### src/emi_pkg.sv
// ****************************************************************
// Shared constants and carrier types of the MAC interrupt masking stage.
// ****************************************************************
package emi_pkg;

   // ****************************************************************
   // Register map.
   // ****************************************************************
   // Width of the byte address that the slave decodes.
   localparam int unsigned EMI_ADDR_W = 12;
   // Byte offset of the interrupt enable register.
   localparam logic [11:0] EMI_OFF_ENABLE = 12'h0ac;
   // Byte offset of the latched interrupt status register.
   localparam logic [11:0] EMI_OFF_STATUS = 12'h0b0;
   // Reset value of the enable register: every source masked.
   localparam logic [31:0] EMI_ENABLE_RST = 32'h0000_0000;
   // Reset value of the status register: nothing latched.
   localparam logic [31:0] EMI_STATUS_RST = 32'h0000_0000;

   // ****************************************************************
   // Field positions, shared by enable and status.
   // ****************************************************************
   localparam int EMI_BIT_TX_BUS_ERR = 24;
   localparam int EMI_BIT_TX_DESC_UNAVAIL = 23;
   localparam int EMI_BIT_LATE_COLLISION = 22;
   localparam int EMI_BIT_TX_ABORT = 21;
   localparam int EMI_BIT_NO_CARRIER = 20;
   localparam int EMI_BIT_DEFER_EXCEEDED = 19;
   localparam int EMI_BIT_TX_COMPLETE = 18;
   localparam int EMI_BIT_TX_UNDERFLOW = 17;
   localparam int EMI_BIT_TX_MASTER = 16;
   localparam int EMI_BIT_CONTROL_FRAME = 14;
   localparam int EMI_BIT_RX_BUS_ERR = 11;
   localparam int EMI_BIT_RX_SUMMARY = 0;
   // Lowest bit of the contiguous transmit source group.
   localparam int EMI_BIT_TX_LOW = 17;

   // ****************************************************************
   // Field groups.
   // ****************************************************************
   // Enable bits that exist; all others read zero and drop writes.
   localparam logic [31:0] EMI_ENABLE_MASK = 32'h01ff_4800;
   // Latched transmit sources, bits 24 down to 17.
   localparam logic [31:0] EMI_TX_SRC_MASK = 32'h01fe_0000;
   // Latched receive sources handled here, bits 14 and 11.
   localparam logic [31:0] EMI_RX_SRC_MASK = 32'h0000_4800;
   // Reserved enable positions 15, 13 and 12.
   localparam logic [31:0] EMI_RSV_MASK = 32'h0000_b000;

   // ****************************************************************
   // Carrier types.
   // ****************************************************************
   // APB request as driven by the bus master.
   typedef struct packed {
      logic psel;
      logic penable;
      logic pwrite;
      logic [11:0] paddr;
      logic [31:0] pwdata;
   } emi_apb_req_t;

   // APB answer, every field from a flip-flop.
   typedef struct packed {
      logic [31:0] prdata;
      logic pready;
      logic pslverr;
   } emi_apb_rsp_t;

   // Transmit event pulses, ordered as status bits 24 down to 17.
   typedef struct packed {
      logic tx_bus_error_flag;
      logic tx_desc_unavail_flag;
      logic late_collision_flag;
      logic tx_abort_flag;
      logic no_carrier_flag;
      logic defer_exceeded_flag;
      logic tx_complete_flag;
      logic tx_underflow_flag;
   } emi_tx_ev_t;

   // Receive event pulses handled by this stage.
   typedef struct packed {
      logic control_frame_flag;
      logic rx_bus_error_flag;
   } emi_rx_ev_t;

   // Whole state of the top module.
   typedef struct packed {
      logic [31:0] mac_interrupt_enable;
      emi_apb_rsp_t rsp;
      logic tx_summary_irq;
      logic rx_summary_irq;
   } emi_top_state_t;

endpackage : emi_pkg

### src/emi_mac_irq_enable.sv
`timescale 1ns/1ps
// Functional notes
// Late collision needs own and master enable
// Transmit abort needs own and master enable
// No carrier needs own and master enable
// Deferral exceeded needs own and master enable
// Transmit complete needs own and master enable
// Transmit underflow needs own and master enable
// Master enable low blocks every transmit interrupt
// Master enable and summary flag raise transmit
// Control frame gated by own and master
// Receive bus error gated by own and master
// Exactly two interrupt outputs, receive and transmit
// Transmit bus error gated by bit 24
// Descriptor unavailable gated by bit 23
// Reserved enable bits read zero, ignored
module emi_mac_irq_enable import emi_pkg::*; (
   input wire logic core_clk,
   input wire logic rst_n,
   input wire emi_apb_req_t apb_req,
   output emi_apb_rsp_t apb_rsp,
   input wire emi_tx_ev_t tx_events,
   input wire emi_rx_ev_t rx_events,
   output logic tx_summary_irq,
   output logic rx_summary_irq
);

   // ****************************************************************
   // Declarations.
   // ****************************************************************
   // Current and next state of the block.
   emi_top_state_t st;
   emi_top_state_t next_st;
   // Event pulses placed at their status positions.
   logic [31:0] set_vec;
   // Write-one-to-clear strobes for the status register.
   logic [31:0] clr_vec;
   // Latched status flags.
   logic [31:0] flags;
   // Gated summaries before the master enable.
   logic tx_summary;
   logic rx_summary;
   // Status as software reads it, summaries included.
   logic [31:0] status_view;
   // Bus phase decodes.
   logic setup;
   logic access;
   logic hit_enable;
   logic hit_status;
   // Short name for the master enable bit.
   logic tx_master;

   // ****************************************************************
   // Bus decode.
   // ****************************************************************
   // Setup cycle of a transfer; the answer is prepared here.
   assign setup = apb_req.psel & ~apb_req.penable;
   // The edge at which the master samples pready high.
   assign access = apb_req.psel & apb_req.penable & st.rsp.pready;
   // Register hits.
   assign hit_enable = (apb_req.paddr == EMI_OFF_ENABLE);
   assign hit_status = (apb_req.paddr == EMI_OFF_STATUS);
   assign tx_master = st.mac_interrupt_enable[EMI_BIT_TX_MASTER];

   // ****************************************************************
   // Event capture.
   // ****************************************************************
   // Map incoming pulses onto their status bit positions.
   always_comb begin
      set_vec = '0;
      set_vec[EMI_BIT_TX_BUS_ERR:EMI_BIT_TX_LOW] = tx_events;
      set_vec[EMI_BIT_CONTROL_FRAME] = rx_events.control_frame_flag;
      set_vec[EMI_BIT_RX_BUS_ERR] = rx_events.rx_bus_error_flag;
   end

   // Writing a one to a source bit clears it; summaries are derived.
   always_comb begin
      clr_vec = '0;
      if (access && apb_req.pwrite && hit_status) begin
         clr_vec = apb_req.pwdata & (EMI_TX_SRC_MASK | EMI_RX_SRC_MASK);
      end
   end

   // Latched flags; a set in the clearing cycle survives.
   emi_sticky_flags #(
      .WIDTH(32)
   ) u_flags (
      .core_clk(core_clk),
      .rst_n(rst_n),
      .set_vec(set_vec),
      .clr_vec(clr_vec),
      .flags(flags)
   );

   // ****************************************************************
   // Source masking.
   // ****************************************************************
   // Each source counts only with its own enable bit set.
   // Master gating comes later, so status bit 16 stays an ungated summary.
   emi_irq_gate u_gate (
      .flags(flags),
      .enable(st.mac_interrupt_enable),
      .tx_summary(tx_summary),
      .rx_summary(rx_summary)
   );

   // Status as read: sources plus the two derived summary bits.
   always_comb begin
      status_view = flags & (EMI_TX_SRC_MASK | EMI_RX_SRC_MASK);
      status_view[EMI_BIT_TX_MASTER] = tx_summary;
      status_view[EMI_BIT_RX_SUMMARY] = rx_summary;
   end

   // ****************************************************************
   // Next state.
   // ****************************************************************
   // The slave answers with no wait state: pready rises in the first
   // access cycle, so reads are captured in the setup cycle while the
   // address is already stable.
   // Limitation: a master that stretches the setup phase is not served;
   // pready always follows the setup edge by exactly one edge.
   always_comb begin
      next_st = st;
      next_st.rsp.pready = setup;
      if (setup) begin
         // Unmapped addresses answer with an error and read zero.
         next_st.rsp.pslverr = ~(hit_enable | hit_status);
         if (hit_enable) begin
            next_st.rsp.prdata = st.mac_interrupt_enable;
         end else if (hit_status) begin
            next_st.rsp.prdata = status_view;
         end else begin
            next_st.rsp.prdata = '0;
         end
      end else if (!apb_req.psel) begin
         // Idle bus: drop the answer so stale data is not shown.
         next_st.rsp.prdata = '0;
         next_st.rsp.pslverr = 1'b0;
      end
      // Only implemented enable bits are kept; reserved ones drop writes.
      if (access && apb_req.pwrite && hit_enable) begin
         next_st.mac_interrupt_enable = apb_req.pwdata & EMI_ENABLE_MASK;
      end
      // The transmit master enable gates both lines, as documented.
      next_st.tx_summary_irq = tx_master & tx_summary;
      next_st.rx_summary_irq = tx_master & rx_summary;
   end

   // ****************************************************************
   // State register.
   // ****************************************************************
   // One register for the whole state; synchronous active-low reset.
   always_ff @(posedge core_clk) begin
      if (!rst_n) begin
         st <= '{mac_interrupt_enable: EMI_ENABLE_RST,
                 rsp: '0,
                 tx_summary_irq: 1'b0,
                 rx_summary_irq: 1'b0};
      end else begin
         st <= next_st;
      end
   end

   // ****************************************************************
   // Outputs.
   // ****************************************************************
   // Exactly two interrupt lines leave the block, both registered.
   assign tx_summary_irq = st.tx_summary_irq;
   assign rx_summary_irq = st.rx_summary_irq;
   assign apb_rsp = st.rsp;

   // Short names for readability of the properties.
   logic [31:0] en;
   assign en = st.mac_interrupt_enable;
endmodule : emi_mac_irq_enable

### src/emi_sticky_flags.sv
`timescale 1ns/1ps
// ****************************************************************
// Sticky status flags with write-one-to-clear.
// ****************************************************************
module emi_sticky_flags import emi_pkg::*; #(
   parameter int WIDTH = 32
) (
   input wire logic core_clk,
   input wire logic rst_n,
   input wire logic [WIDTH-1:0] set_vec,
   input wire logic [WIDTH-1:0] clr_vec,
   output logic [WIDTH-1:0] flags
);

   // State of the module: the flag bits.
   typedef struct packed {
      logic [WIDTH-1:0] flags;
   } emi_sticky_state_t;

   // Current and next state.
   emi_sticky_state_t st;
   emi_sticky_state_t next_st;
   // Per-bit next values.
   logic [WIDTH-1:0] next_flags;

   // ****************************************************************
   // Per-bit update.
   // ****************************************************************
   // A set arriving with a clear wins, so no event is ever lost.
   for (genvar i = 0; i < WIDTH; i++) begin : g_bit
      assign next_flags[i] = set_vec[i] | (st.flags[i] & ~clr_vec[i]);
   end

   // Fill the next state.
   always_comb begin
      next_st = st;
      next_st.flags = next_flags;
   end

   // Register the state; reset clears every flag.
   always_ff @(posedge core_clk) begin
      if (!rst_n) begin
         st <= '{flags: '0};
      end else begin
         st <= next_st;
      end
   end

   assign flags = st.flags;

endmodule : emi_sticky_flags

### src/emi_irq_gate.sv
`timescale 1ns/1ps
// ****************************************************************
// Per-source masking of latched flags into the two summaries.
// ****************************************************************
module emi_irq_gate import emi_pkg::*; (
   input wire logic [31:0] flags,
   input wire logic [31:0] enable,
   output logic tx_summary,
   output logic rx_summary
);

   // Flags that survive their own enable bit.
   logic [31:0] masked;

   // ****************************************************************
   // Per-bit mask.
   // ****************************************************************
   // Only real source positions pass, so reserved bits never count.
   for (genvar i = 0; i < 32; i++) begin : g_mask
      assign masked[i] = flags[i] & enable[i] & (EMI_TX_SRC_MASK[i] | EMI_RX_SRC_MASK[i]);
   end

   // Summaries per direction; the master enable is applied by the caller.
   assign tx_summary = |(masked & EMI_TX_SRC_MASK);
   assign rx_summary = |(masked & EMI_RX_SRC_MASK);

endmodule : emi_irq_gate

### config.mk
export PLATFORM = sky130hd
export DESIGN_NAME = emi_mac_irq_enable
export DESIGN_NICKNAME = d
export VERILOG_FILES = /design/src/emi_pkg.sv /design/src/emi_mac_irq_enable.sv /design/src/emi_sticky_flags.sv /design/src/emi_irq_gate.sv
export SDC_FILE = /design/constraint.sdc
export NUM_CORES = 1
export LEC_CHECK = 0
export ABC_AREA = 1
export CAP_MARGIN = 20
export CORE_MARGIN = 8
export CORE_UTILIZATION = 30
export CTS_CLUSTER_SIZE = 14
export DETAILED_ROUTE_END_ITERATION = 10
export DONT_BUFFER_PORTS = 1
export PLACE_DENSITY = 0.53
export RECOVER_POWER = 100
export SYNTH_ARGS = -nofsm -noshare
export SYNTH_HDL_FRONTEND = slang
export SYNTH_HIERARCHICAL = 1
export SYNTH_SLANG_ARGS = --single-unit
### constraint.sdc
create_clock -name core_clk -period 2.55 [get_ports core_clk]
set_clock_uncertainty 0.1 [all_clocks]
set_input_delay 0.51 -clock core_clk [delete_from_list [all_inputs] [get_ports core_clk]]
set_output_delay 0.51 -clock core_clk [all_outputs]
set_load 0.05 [all_outputs]
==> summary.txt, run 1 <==
Floorplan
  • Site Rows: 30
  • Die width: 99.0 um
  • Area of the die: roughly 0.0098 mm2
  • Core area: between 0.006 and 0.007 mm2
  • I/O pin cnt: 95
  • Initial Util: 30.8%
  • Die height: between 90 and 100 um

Place
  • GPL Wtd Cong: around 0.76
  • Port Buffers: 0
  • Dpl ws: 0.631 ns
  • Dpl hpwl: between 3000 and 4000 um

Synth
  • Gate count of the mapped netlist: about 320
  • Yosys warning count: 6
  • Syn_area_per_cell: 6.48 um2
  • Mapped Area: approximately 0.0021 mm2

Global route
  • Largest net degree at the start of global routing: 30
  • Grt ovf: 0
  • First-pass GRT wire length: around 8000 um
  • Number of global-route vias before repair: around 1600
  • Initial antenna violation count: 0
  • Total GRT Usage: around a tenth

Drt
  • Vias per cell: roughly 4.2
  • Vias: between 1500 and 2000
  • DR iter-0 viols: ~110
  • Post-DRT Antenna Nets: 0
  • Avg WL per Cell: 12.5 um
  • Drt first pass iters: 4
  • Post-Route WL: ~5000 um
  • Drc violations: 0

Setup path
  • R2r worst-path depth: 9
  • Critical path capture point type: flop
  • Setup CP Type: in -> reg
  • CP Max Fanout: 14
  • CP Data Arrival Time: between 1.5 and 2 ns
  • R2r setup slk: roughly 0.92 ns
  • R2R Path Start: apb_rsp[1]
  • Startpoint Class: input pin
  • Worst r2r dst: u_flags/flags[18]
  • WP data required: about 2.7 ns

CTS
  • Post-cts resize count: 0
  • CTS tree: yes
  • Worst-path clk slew: ~0.080 ns
  • Hold_buf cts: 0
  • H-tree depth: 2
  • Clk_lat worst skew: between 0.2 and 0.3 ns
  • Clock root buffer: clkbuf_8
  • Inserted Clock Buffers: 5
  • Setup bufs post-CTS: 0
  • CTS max path bufs: 2
  • Num Clock Sinks: 37

Timing
  • Hold Violations, Final: 0
  • Slew Limit Fails: 0
  • Setup TNS: 0 ns
  • Maximum clock rate: 547 MHz
  • Final setup fails: 0
  • RSZ-0062 raised after global routing: no
  • Measured slew at the worst slew-check pin: approximately 1.4 ns
  • Period minus WS final: 1.83 ns
  • Slew headroom: under 10%
  • Tcrit/Tclk final: about 70%
  • Final worst slack: about 0.72 ns

Finish
  • Commonest cells after routing, fill and taps aside: nand2_1, inv_1, dfxtp_1
  • Share of layout cells above drive strength 1: between 6 and 7%
  • Commonest non-fill, non-tap cell in the layout: nand2_1
  • Nets@finish: between 300 and 400
  • Inserted Diodes: 0
  • FILL cells: approximately 780
  • Layout area overhead: 2.60%

Job
  • Maxcap violations: 0

Hold path
  • Hold_sp: rst_n
  • Worst Hold Path Cells: 2
  • Worst Hold Class: in -> reg
  • WHS Endpoint: en[20]

Power
  • Leak pwr: approximately 0.0011 uW
  • PwrDens: about 600 mW/mm2
  • Peak VDD IR: between 0.00015 and 0.0002 V

Run status
  • Status: finished, final reports clean
[layout make-up]
type	count	area (um2)	share of cell area, %
multi-input cells	210	901	42.5
flip-flops and latches	37	741	34.9
inverters	57	214	10.1
well taps	80	100	4.72
clock buffers	6	82.6	3.89
repair buffers	6	45.0	2.12
clock inverters	2	37.5	1.77
[sequential cells by signal (all words and copies together), names as in the netlist]
| name | count |
|---|---|
| u_flags/flags | 10 |
| tx_summary_irq | 1 |
| en | 11 |
| apb_rsp | 14 |
| rx_summary_irq | 1 |
[worst max path at each step]
stage | start | slack [ns] | to
after global routing | apb_req[39] | 0.50 | apb_rsp[16]
final | rst_n | 0.72 | apb_rsp[0]
after global placement | apb_req[33] | 0.65 | apb_rsp[24]
after CTS | apb_rsp[1] | 0.91 | u_flags/flags[18]
after floorplan | apb_req[33] | 0.94 | u_flags/flags[11]
after detailed placement | apb_req[33] | 0.63 | apb_rsp[16]
[stage by stage]
stage	hold WS, ns	std cells	util (%)	power [uW]	cell area [um2]
floorplan	0.336	338	-	757	2140
global placement	0.356	390	30.3	739	2030
detailed placement	0.357	390	30.3	742	2030
CTS	0.223	398	32.1	1280	2150
global route	0.228	398	31.6	1310	2120
finish	0.232	398	31.6	1250	2120
[power by group]
part           internal, uW  switching (uW)
sequential              590            12.8
combinational          17.9             101
clock                   318             214
[metal layers]
layer  up-vias  wire length [um]  part of all wire, %  GRT usage [%]
li1        904                 -                    -              -
met1       691              2230                   45           12.2
met2        66              2130                   43           15.5
met3         7               520                   10           4.23
met4         0                81                  1.6           4.25
met5         -                 0                    0              0
[critical path, stage by stage]
cell     delay (ns)
inv_1          0.06
nor3b_1        1.10
nand3_1        0.20
nand2_1        0.10
Note: power is estimated with default switching activity, not from simulation.
==> run 2: changes to the inputs <==
==> constraint.sdc (replaced) <==
create_clock -name core_clk -period 1.7 [get_ports core_clk]
set_clock_uncertainty 0.1 [all_clocks]
set_input_delay 0.34 -clock core_clk [delete_from_list [all_inputs] [get_ports core_clk]]
set_output_delay 0.34 -clock core_clk [all_outputs]
set_load 0.05 [all_outputs]
==> run 2 against run 1 <==
  * Die area unchanged
  * Cell count is 0.75% higher
  * First-iteration DRC count shrank 44%
  * Register-to-register slack worse by 0.53 ns
  * Global-route usage decreased by 0.057 points
  * Combinational power grew 55%
  * Count of clock-buffer cells in the layout rose by 1
  * Utilization up 0.47 points
  * Via count is the same
==> summary.txt, run 2 (synthesis gave the netlist of run 1 again) <==
CTS
  • H-tree depth: 2 (unchanged)
  • CTS tree: yes (unchanged)
  • Post-cts resize count: 0 (unchanged)
  • Worst-path clk slew: 0.07 ns (was 0.08 ns)
  • Clock root buffer: clkbuf_8 (unchanged)
  • Clk_lat worst skew: 0.29 ns (about the same)
  • Inserted Clock Buffers: 5 (unchanged)
  • Num Clock Sinks: 37 (unchanged)
  • Setup bufs post-CTS: 0 (unchanged)
  • CTS max path bufs: 2 (unchanged)
  • Hold_buf cts: 0 (unchanged)

Floorplan
  • Initial Util: 30.8% (unchanged)
  • Core area: 0.00672 mm2 (unchanged)
  • Die width: 99.0 um (unchanged)
  • Site Rows: 30 (unchanged)
  • I/O pin cnt: 95 (unchanged)
  • Area of the die: 0.00980 mm2 (unchanged)
  • Die height: 99.0 um (unchanged)

Finish
  • Commonest cells after routing, fill and taps aside: nand2_1, inv_1, dfxtp_1 (unchanged)
  • Util after Layout: 32.0% (was 31.6%)
  • FILL cells: 787 (was 778)
  • Nets@finish: 379 (was 376)
  • Max reg flops: 14 (unchanged)
  • Layout area overhead: 4.12% (was 2.60%)
  • Inserted Diodes: 0 (unchanged)
  • Share of layout cells above drive strength 1: 8.10% (was 6.92%)
  • Commonest non-fill, non-tap cell in the layout: nand2_1 (unchanged)

Timing
  • Hold Worst Slack: 0.0639 ns (was 0.232 ns)
  • Period minus WS final: ~1.4 ns
  • Slew headroom: 45.9% (was 7.07%)
  • Setup TNS: 0 ns (unchanged)
  • Tcrit/Tclk final: between 80% and 90%
  • RSZ-0062 raised after global routing: no (unchanged)
  • Maximum clock rate: roughly 700 MHz
  • Final setup fails: 0 (unchanged)
  • Slew Limit Fails: 0 (unchanged)
  • Hold Violations, Final: 0 (unchanged)
  • Measured slew at the worst slew-check pin: 0.808 ns (was 1.39 ns)

Drt
  • Vias: 1668 (unchanged)
  • Drt first pass iters: 4 (unchanged)
  • DR iter-0 viols: 60 (was 107)
  • Post-DRT Antenna Nets: 0 (unchanged)
  • Avg WL per Cell: 12.3 um (was 12.5 um)
  • Vias per cell: 4.16 (was 4.19)
  • Post-Route WL: 4940 um (was 4960 um)
  • Drc violations: 0 (unchanged)

Setup path
  • Setup CP Type: in -> reg (unchanged)
  • CP Max Fanout: 17 (was 14)
  • Critical path capture point type: flop (unchanged)
  • Startpoint Class: input pin (unchanged)
  • WP data required: 1.84 ns (was 2.69 ns)
  • CP Data Arrival Time: 1.56 ns (was 1.96 ns)

Power
  • PwrDens: 872 mW/mm2 (was 592 mW/mm2)
  • Peak VDD IR: 0.000267 V (was 0.000170 V)
  • Leak pwr: 0.00109 uW (was 0.00108 uW)

Global route
  • Number of global-route vias before repair: 1574 (was 1591)
  • Initial antenna violation count: 0 (unchanged)
  • Total GRT Usage: 10.1% (was 10.2%)
  • First-pass GRT wire length: 7870 um (was 7910 um)
  • Largest net degree at the start of global routing: 19 (was 30)
  • Grt ovf: 0 (unchanged)

Hold path
  • Worst Hold Class: in -> reg (unchanged)

Place
  • Dpl hpwl: 3810 um (was 3760 um)
  • Port Buffers: 0 (unchanged)
  • GPL Wtd Cong: 0.749 (was 0.763)

Run status
  • Status: finished, final reports clean (unchanged)

Job
  • Maxcap violations: 0 (unchanged)
## run 2: per-layer routing
layer  up-vias  wire [um]  track usage (%)
met1       686       2360             12.6
li1        915          -                -
met3         7        487             3.88
met5         -          0                0
met2        60       2020             15.0
met4         0         78             4.25
## run 2: final cells by class
| type | count | area, um2 | area share [%] |
|---|---|---|---|
| sequential | 37 | 741 | 34.4 |
| multi-input combinational | 210 | 912 | 42.4 |
| inverter | 57 | 214 | 9.94 |
| clock inverter | 1 | 30.0 | 1.40 |
| timing repair buffer | 9 | 68.8 | 3.20 |
| clock buffer | 7 | 86.3 | 4.01 |
| tap | 80 | 100 | 4.65 |
## run 2: through the flow
step	setup slack (ns)	std cells	power (uW)	area [um2]
global placement	0.199	393	1110	2070
detailed placement	0.199	393	1120	2070
global route	0.111	401	1970	2150
floorplan	0.175	338	1130	2140
finish	0.281	401	1880	2150
CTS	0.301	401	1910	2190
## run 2: power by group
group          switching (uW)  total [uW]  internal (uW)
Combinational             155         185           30.1
Clock                     309         787            478
Sequential               19.6         905            885
## run 2: critical path: stages
cell and delay, ns:
nor2_1 0.08, nand2_1 0.05, nor2_1 0.35, clkbuf_2 0.38
nand3_1 0.11, nand2_1 0.12, nand2_1 0.07, nand2_1 0.06
## run 2: final timing paths
check	startpoint	to	slack, ns	depth (start not counted)
worst max-delay path	apb_req[33]	apb_rsp[16]	0.28	8
worst min-delay path	rst_n	en[23]	0.06	2
worst max register to register	apb_rsp[1]	u_flags/flags[18]	0.39	7
worst min register to register	en[16]	tx_summary_irq	0.36	2
==> run 3: changes to the inputs <==
--- a/config.mk
+++ b/config.mk
@@ -5,14 +5,14 @@
 export SDC_FILE = /design/constraint.sdc
 export NUM_CORES = 1
 export LEC_CHECK = 0
-export ABC_AREA = 1
+export ABC_AREA = 0
 export CAP_MARGIN = 20
 export CORE_MARGIN = 8
 export CORE_UTILIZATION = 30
 export CTS_CLUSTER_SIZE = 14
 export DETAILED_ROUTE_END_ITERATION = 10
 export DONT_BUFFER_PORTS = 1
-export PLACE_DENSITY = 0.53
+export PLACE_DENSITY = 0.54
 export RECOVER_POWER = 100
 export SYNTH_ARGS = -nofsm -noshare
 export SYNTH_HDL_FRONTEND = slang
==> constraint.sdc (replaced) <==
create_clock -name core_clk -period 1.2 [get_ports core_clk]
set_clock_uncertainty 0.1 [all_clocks]
set_input_delay 0.24 -clock core_clk [delete_from_list [all_inputs] [get_ports core_clk]]
set_output_delay 0.24 -clock core_clk [all_outputs]
set_load 0.05 [all_outputs]
==> run 3 against run 2 <==
  * The run now ends with hold timing, setup timing left
  * Worst hold slack worse by 0.073 ns
  * Area after synthesis down 19%
  * Clock power up 9.8%
  * Register-to-register slack worse by 0.75 ns
  * Non-clock buffer count up 32
  * Sequential power up 40%
  * Sequential share of layout area down 0.20 points
  * First-iteration DRC count down 63%
  * Global-route usage up 0.17 points
  * Cell count down 28%
  * Combinational power up 46%
==> summary.txt, run 3 <==
Run status
  • Status: finished with violations (was finished, final reports clean)
  • Failing checks: hold timing, setup timing

CTS
  • Clock root buffer: clkbuf_8 (unchanged)
  • Worst-path clk slew: 0.07 ns (about the same)
  • Inserted Clock Buffers: 5 (unchanged)
  • Num Clock Sinks: 37 (unchanged)
  • CTS max path bufs: 2 (unchanged)
  • CTS tree: yes (unchanged)
  • H-tree depth: 2 (unchanged)
  • Clk_lat worst skew: 0.28 ns (was 0.29 ns)

Timing
  • Period minus WS final: approximately 1.7 ns
  • RSZ-0062 raised after global routing: yes (was no)
  • Measured slew at the worst slew-check pin: 0.578 ns (was 0.808 ns)
  • Final worst slack: -0.461 ns (was 0.281 ns)
  • Final setup fails: 33 (was 0)
  • Slew headroom: 61.5% (was 45.9%)
  • Hold Violations, Final: 4 (was 0)
  • Maximum clock rate: about 600 MHz
  • Hold Worst Slack: -0.00872 ns (was 0.0639 ns)
  • Slew Limit Fails: 0 (unchanged)
  • Tcrit/Tclk final: 138%

Setup path
  • Critical path capture point type: flop (unchanged)
  • CP most frequent cell: or4_4 (was nand2_1)
  • R2r worst-path depth: 4 (was 7)
  • Crit-path slowest cell: or4_4 (was clkbuf_2)
  • WP data required: 1.27 ns (was 1.84 ns)
  • R2R Path Start: apb_rsp[1] (unchanged)
  • CP Data Arrival Time: 1.74 ns (was 1.56 ns)
  • Worst setup path start: apb_req[32] (was apb_req[33])
  • Setup CP Type: in -> reg (unchanged)
  • Startpoint Class: input pin (unchanged)
  • Crit path largest cell delay: 0.70 ns (was 0.38 ns)
  • Crit-path cells: or4_4, or4_4, mux2i_1, nor2b_1 (was nor2_1, nand2_1, nor2_1, clkbuf_2, nand3_1, nand2_1, nand2_1, nand2_1)
  • CP Max Fanout: 11 (was 17)

Synth
  • Yosys warning count: 6 (unchanged)
  • Syn_area_per_cell: 9.56 um2 (was 6.48 um2)
  • Mapped Area: 0.00167 mm2 (was 0.00207 mm2)
  • Gate count of the mapped netlist: 175 (was 319)

Drt
  • Avg WL per Cell: 15.1 um (was 12.3 um)
  • Drt first pass iters: 4 (unchanged)
  • DR iter-0 viols: 22 (was 60)
  • Vias: 1272 (was 1668)
  • Vias per cell: 4.43 (was 4.16)
  • Post-DRT Antenna Nets: 0 (unchanged)
  • Drc violations: 0 (unchanged)
  • Post-Route WL: 4340 um (was 4940 um)

Finish
  • Max reg flops: 14 (unchanged)
  • Commonest cells after routing, fill and taps aside: dfxtp_1, nand2_1, nor2b_1 (was nand2_1, inv_1, dfxtp_1)
  • Post-Layout Cell Count: 287 (was 401)
  • Inserted Diodes: 0 (unchanged)
  • Commonest non-fill, non-tap cell in the layout: dfxtp_1 (was nand2_1)
  • Layout area overhead: 29.8% (was 4.12%)
  • Register area: 743 um2 (was 741 um2)
  • Util after Layout: 39.9% (was 32.0%)
  • Area of the multi-input gates: 870 um2 (was 912 um2)
  • Share of layout cells above drive strength 1: 24.7% (was 8.10%)
  • Nets@finish: 274 (was 379)
  • FILL cells: 577 (was 787)

Power
  • Cell internal pwr: 1790 uW (was 1390 uW)
  • Flop pwr share: 52.9% (was 48.2%)
  • Sw frac: 25.8% (was 25.7%)
  • Leak pwr: 0.00102 uW (was 0.00109 uW)
  • Comb pwr share: 11.2% (was 9.8%)
  • Total power: 2410 uW (was 1880 uW)
  • Clk pwr share: 35.9% (was 41.9%)
  • P_sw: 620 uW (was 483 uW)
  • Peak VDD IR: 0.000566 V (was 0.000267 V)
  • PwrDens: 1110 mW/mm2 (was 872 mW/mm2)

Floorplan
  • Core area: 0.00544 mm2 (was 0.00672 mm2)
  • Die width: 90.7 um (was 99.0 um)
  • Site Rows: 27 (was 30)
  • Area of the die: 0.00822 mm2 (was 0.00980 mm2)
  • Initial Util: 30.8% (about the same)
  • I/O pin cnt: 95 (unchanged)
  • Die height: 90.7 um (was 99.0 um)

Place
  • # placed instances: 266 (was 393)
  • Port Buffers: 0 (unchanged)
  • Dpl hpwl: 3220 um (was 3810 um)
  • GPL Wtd Cong: 0.745 (was 0.749)

Global route
  • Number of global-route vias before repair: 1313 (was 1574)
  • Initial antenna violation count: 0 (unchanged)
  • Grt ovf: 0 (unchanged)
  • First-pass GRT wire length: 6700 um (was 7870 um)
  • Total GRT Usage: 10.3% (was 10.1%)
  • Largest net degree at the start of global routing: 26 (was 19)

Hold path
  • Worst Hold Class: in -> reg (unchanged)
  • Hold_sp: rst_n (unchanged)
  • Worst Hold Path Cells: 1 (was 2)

Job
  • Maxcap violations: 0 (unchanged)
## run 3: final cells by class
cell class	count	share of cell area [%]
clock buffers	7	3.97
multi-input cells	129	40.0
well taps	72	4.15
repair buffers	41	17.5
flip-flops and latches	37	34.2
inverters	1	0.173
## run 3: metal layers
metal,up-vias,part of all wire (%),track usage (%)
met4,0,1.5,4.16
met2,44,50,18.2
met1,583,41,10.3
met3,6,7.6,4.41
met5,-,0,0
li1,639,-,-
## run 3: critical path, delay by kind of cell
| kind | cells | cell delay [ns] |
|---|---|---|
| multiplexers | 1 | 0.20 |
| AND/OR/NAND/NOR | 3 | 1.30 |
## run 3: final timing paths
| check | to | slack (ns) |
|---|---|---|
| min reg2reg | apb_rsp[25] | 0.36 |
| min | en[19] | -0.009 |
| max reg2reg | en[20] | -0.36 |
| max | en[20] | -0.46 |
## run 3: what timing repair did
action                     in CTS  in global routing
buffers inserted                1                  1
pin swaps                       6                  8
hold endpoints to repair       19                 14
setup endpoints to repair      34                 38
gates resized for setup         8                 16
gates cloned                    0                  0
## run 3: power groups by stage
stage | Combinational, uW | Sequential (uW) | Clock (uW)
after floorplan | 254 | 1310 | 0
after global placement | 218 | 1300 | 0
after detailed placement | 220 | 1300 | 0
after CTS | 227 | 1270 | 888
after global routing | 287 | 1280 | 935
final | 270 | 1270 | 864
## run 3: stage by stage
step | hold slack [ns] | cell area, um2 | setup TNS (ns) | worst slack, ns
final | -0.00872 | 2170 | -13.25 | -0.461
after global routing | 0.000696 | 2170 | -14.46 | -0.497
after CTS | -0.0338 | 1990 | -13.52 | -0.479
after detailed placement | 0.265 | 1860 | -23.00 | -0.788
after global placement | 0.261 | 1860 | -22.88 | -0.773
after floorplan | 0.264 | 1760 | -19.55 | -0.673
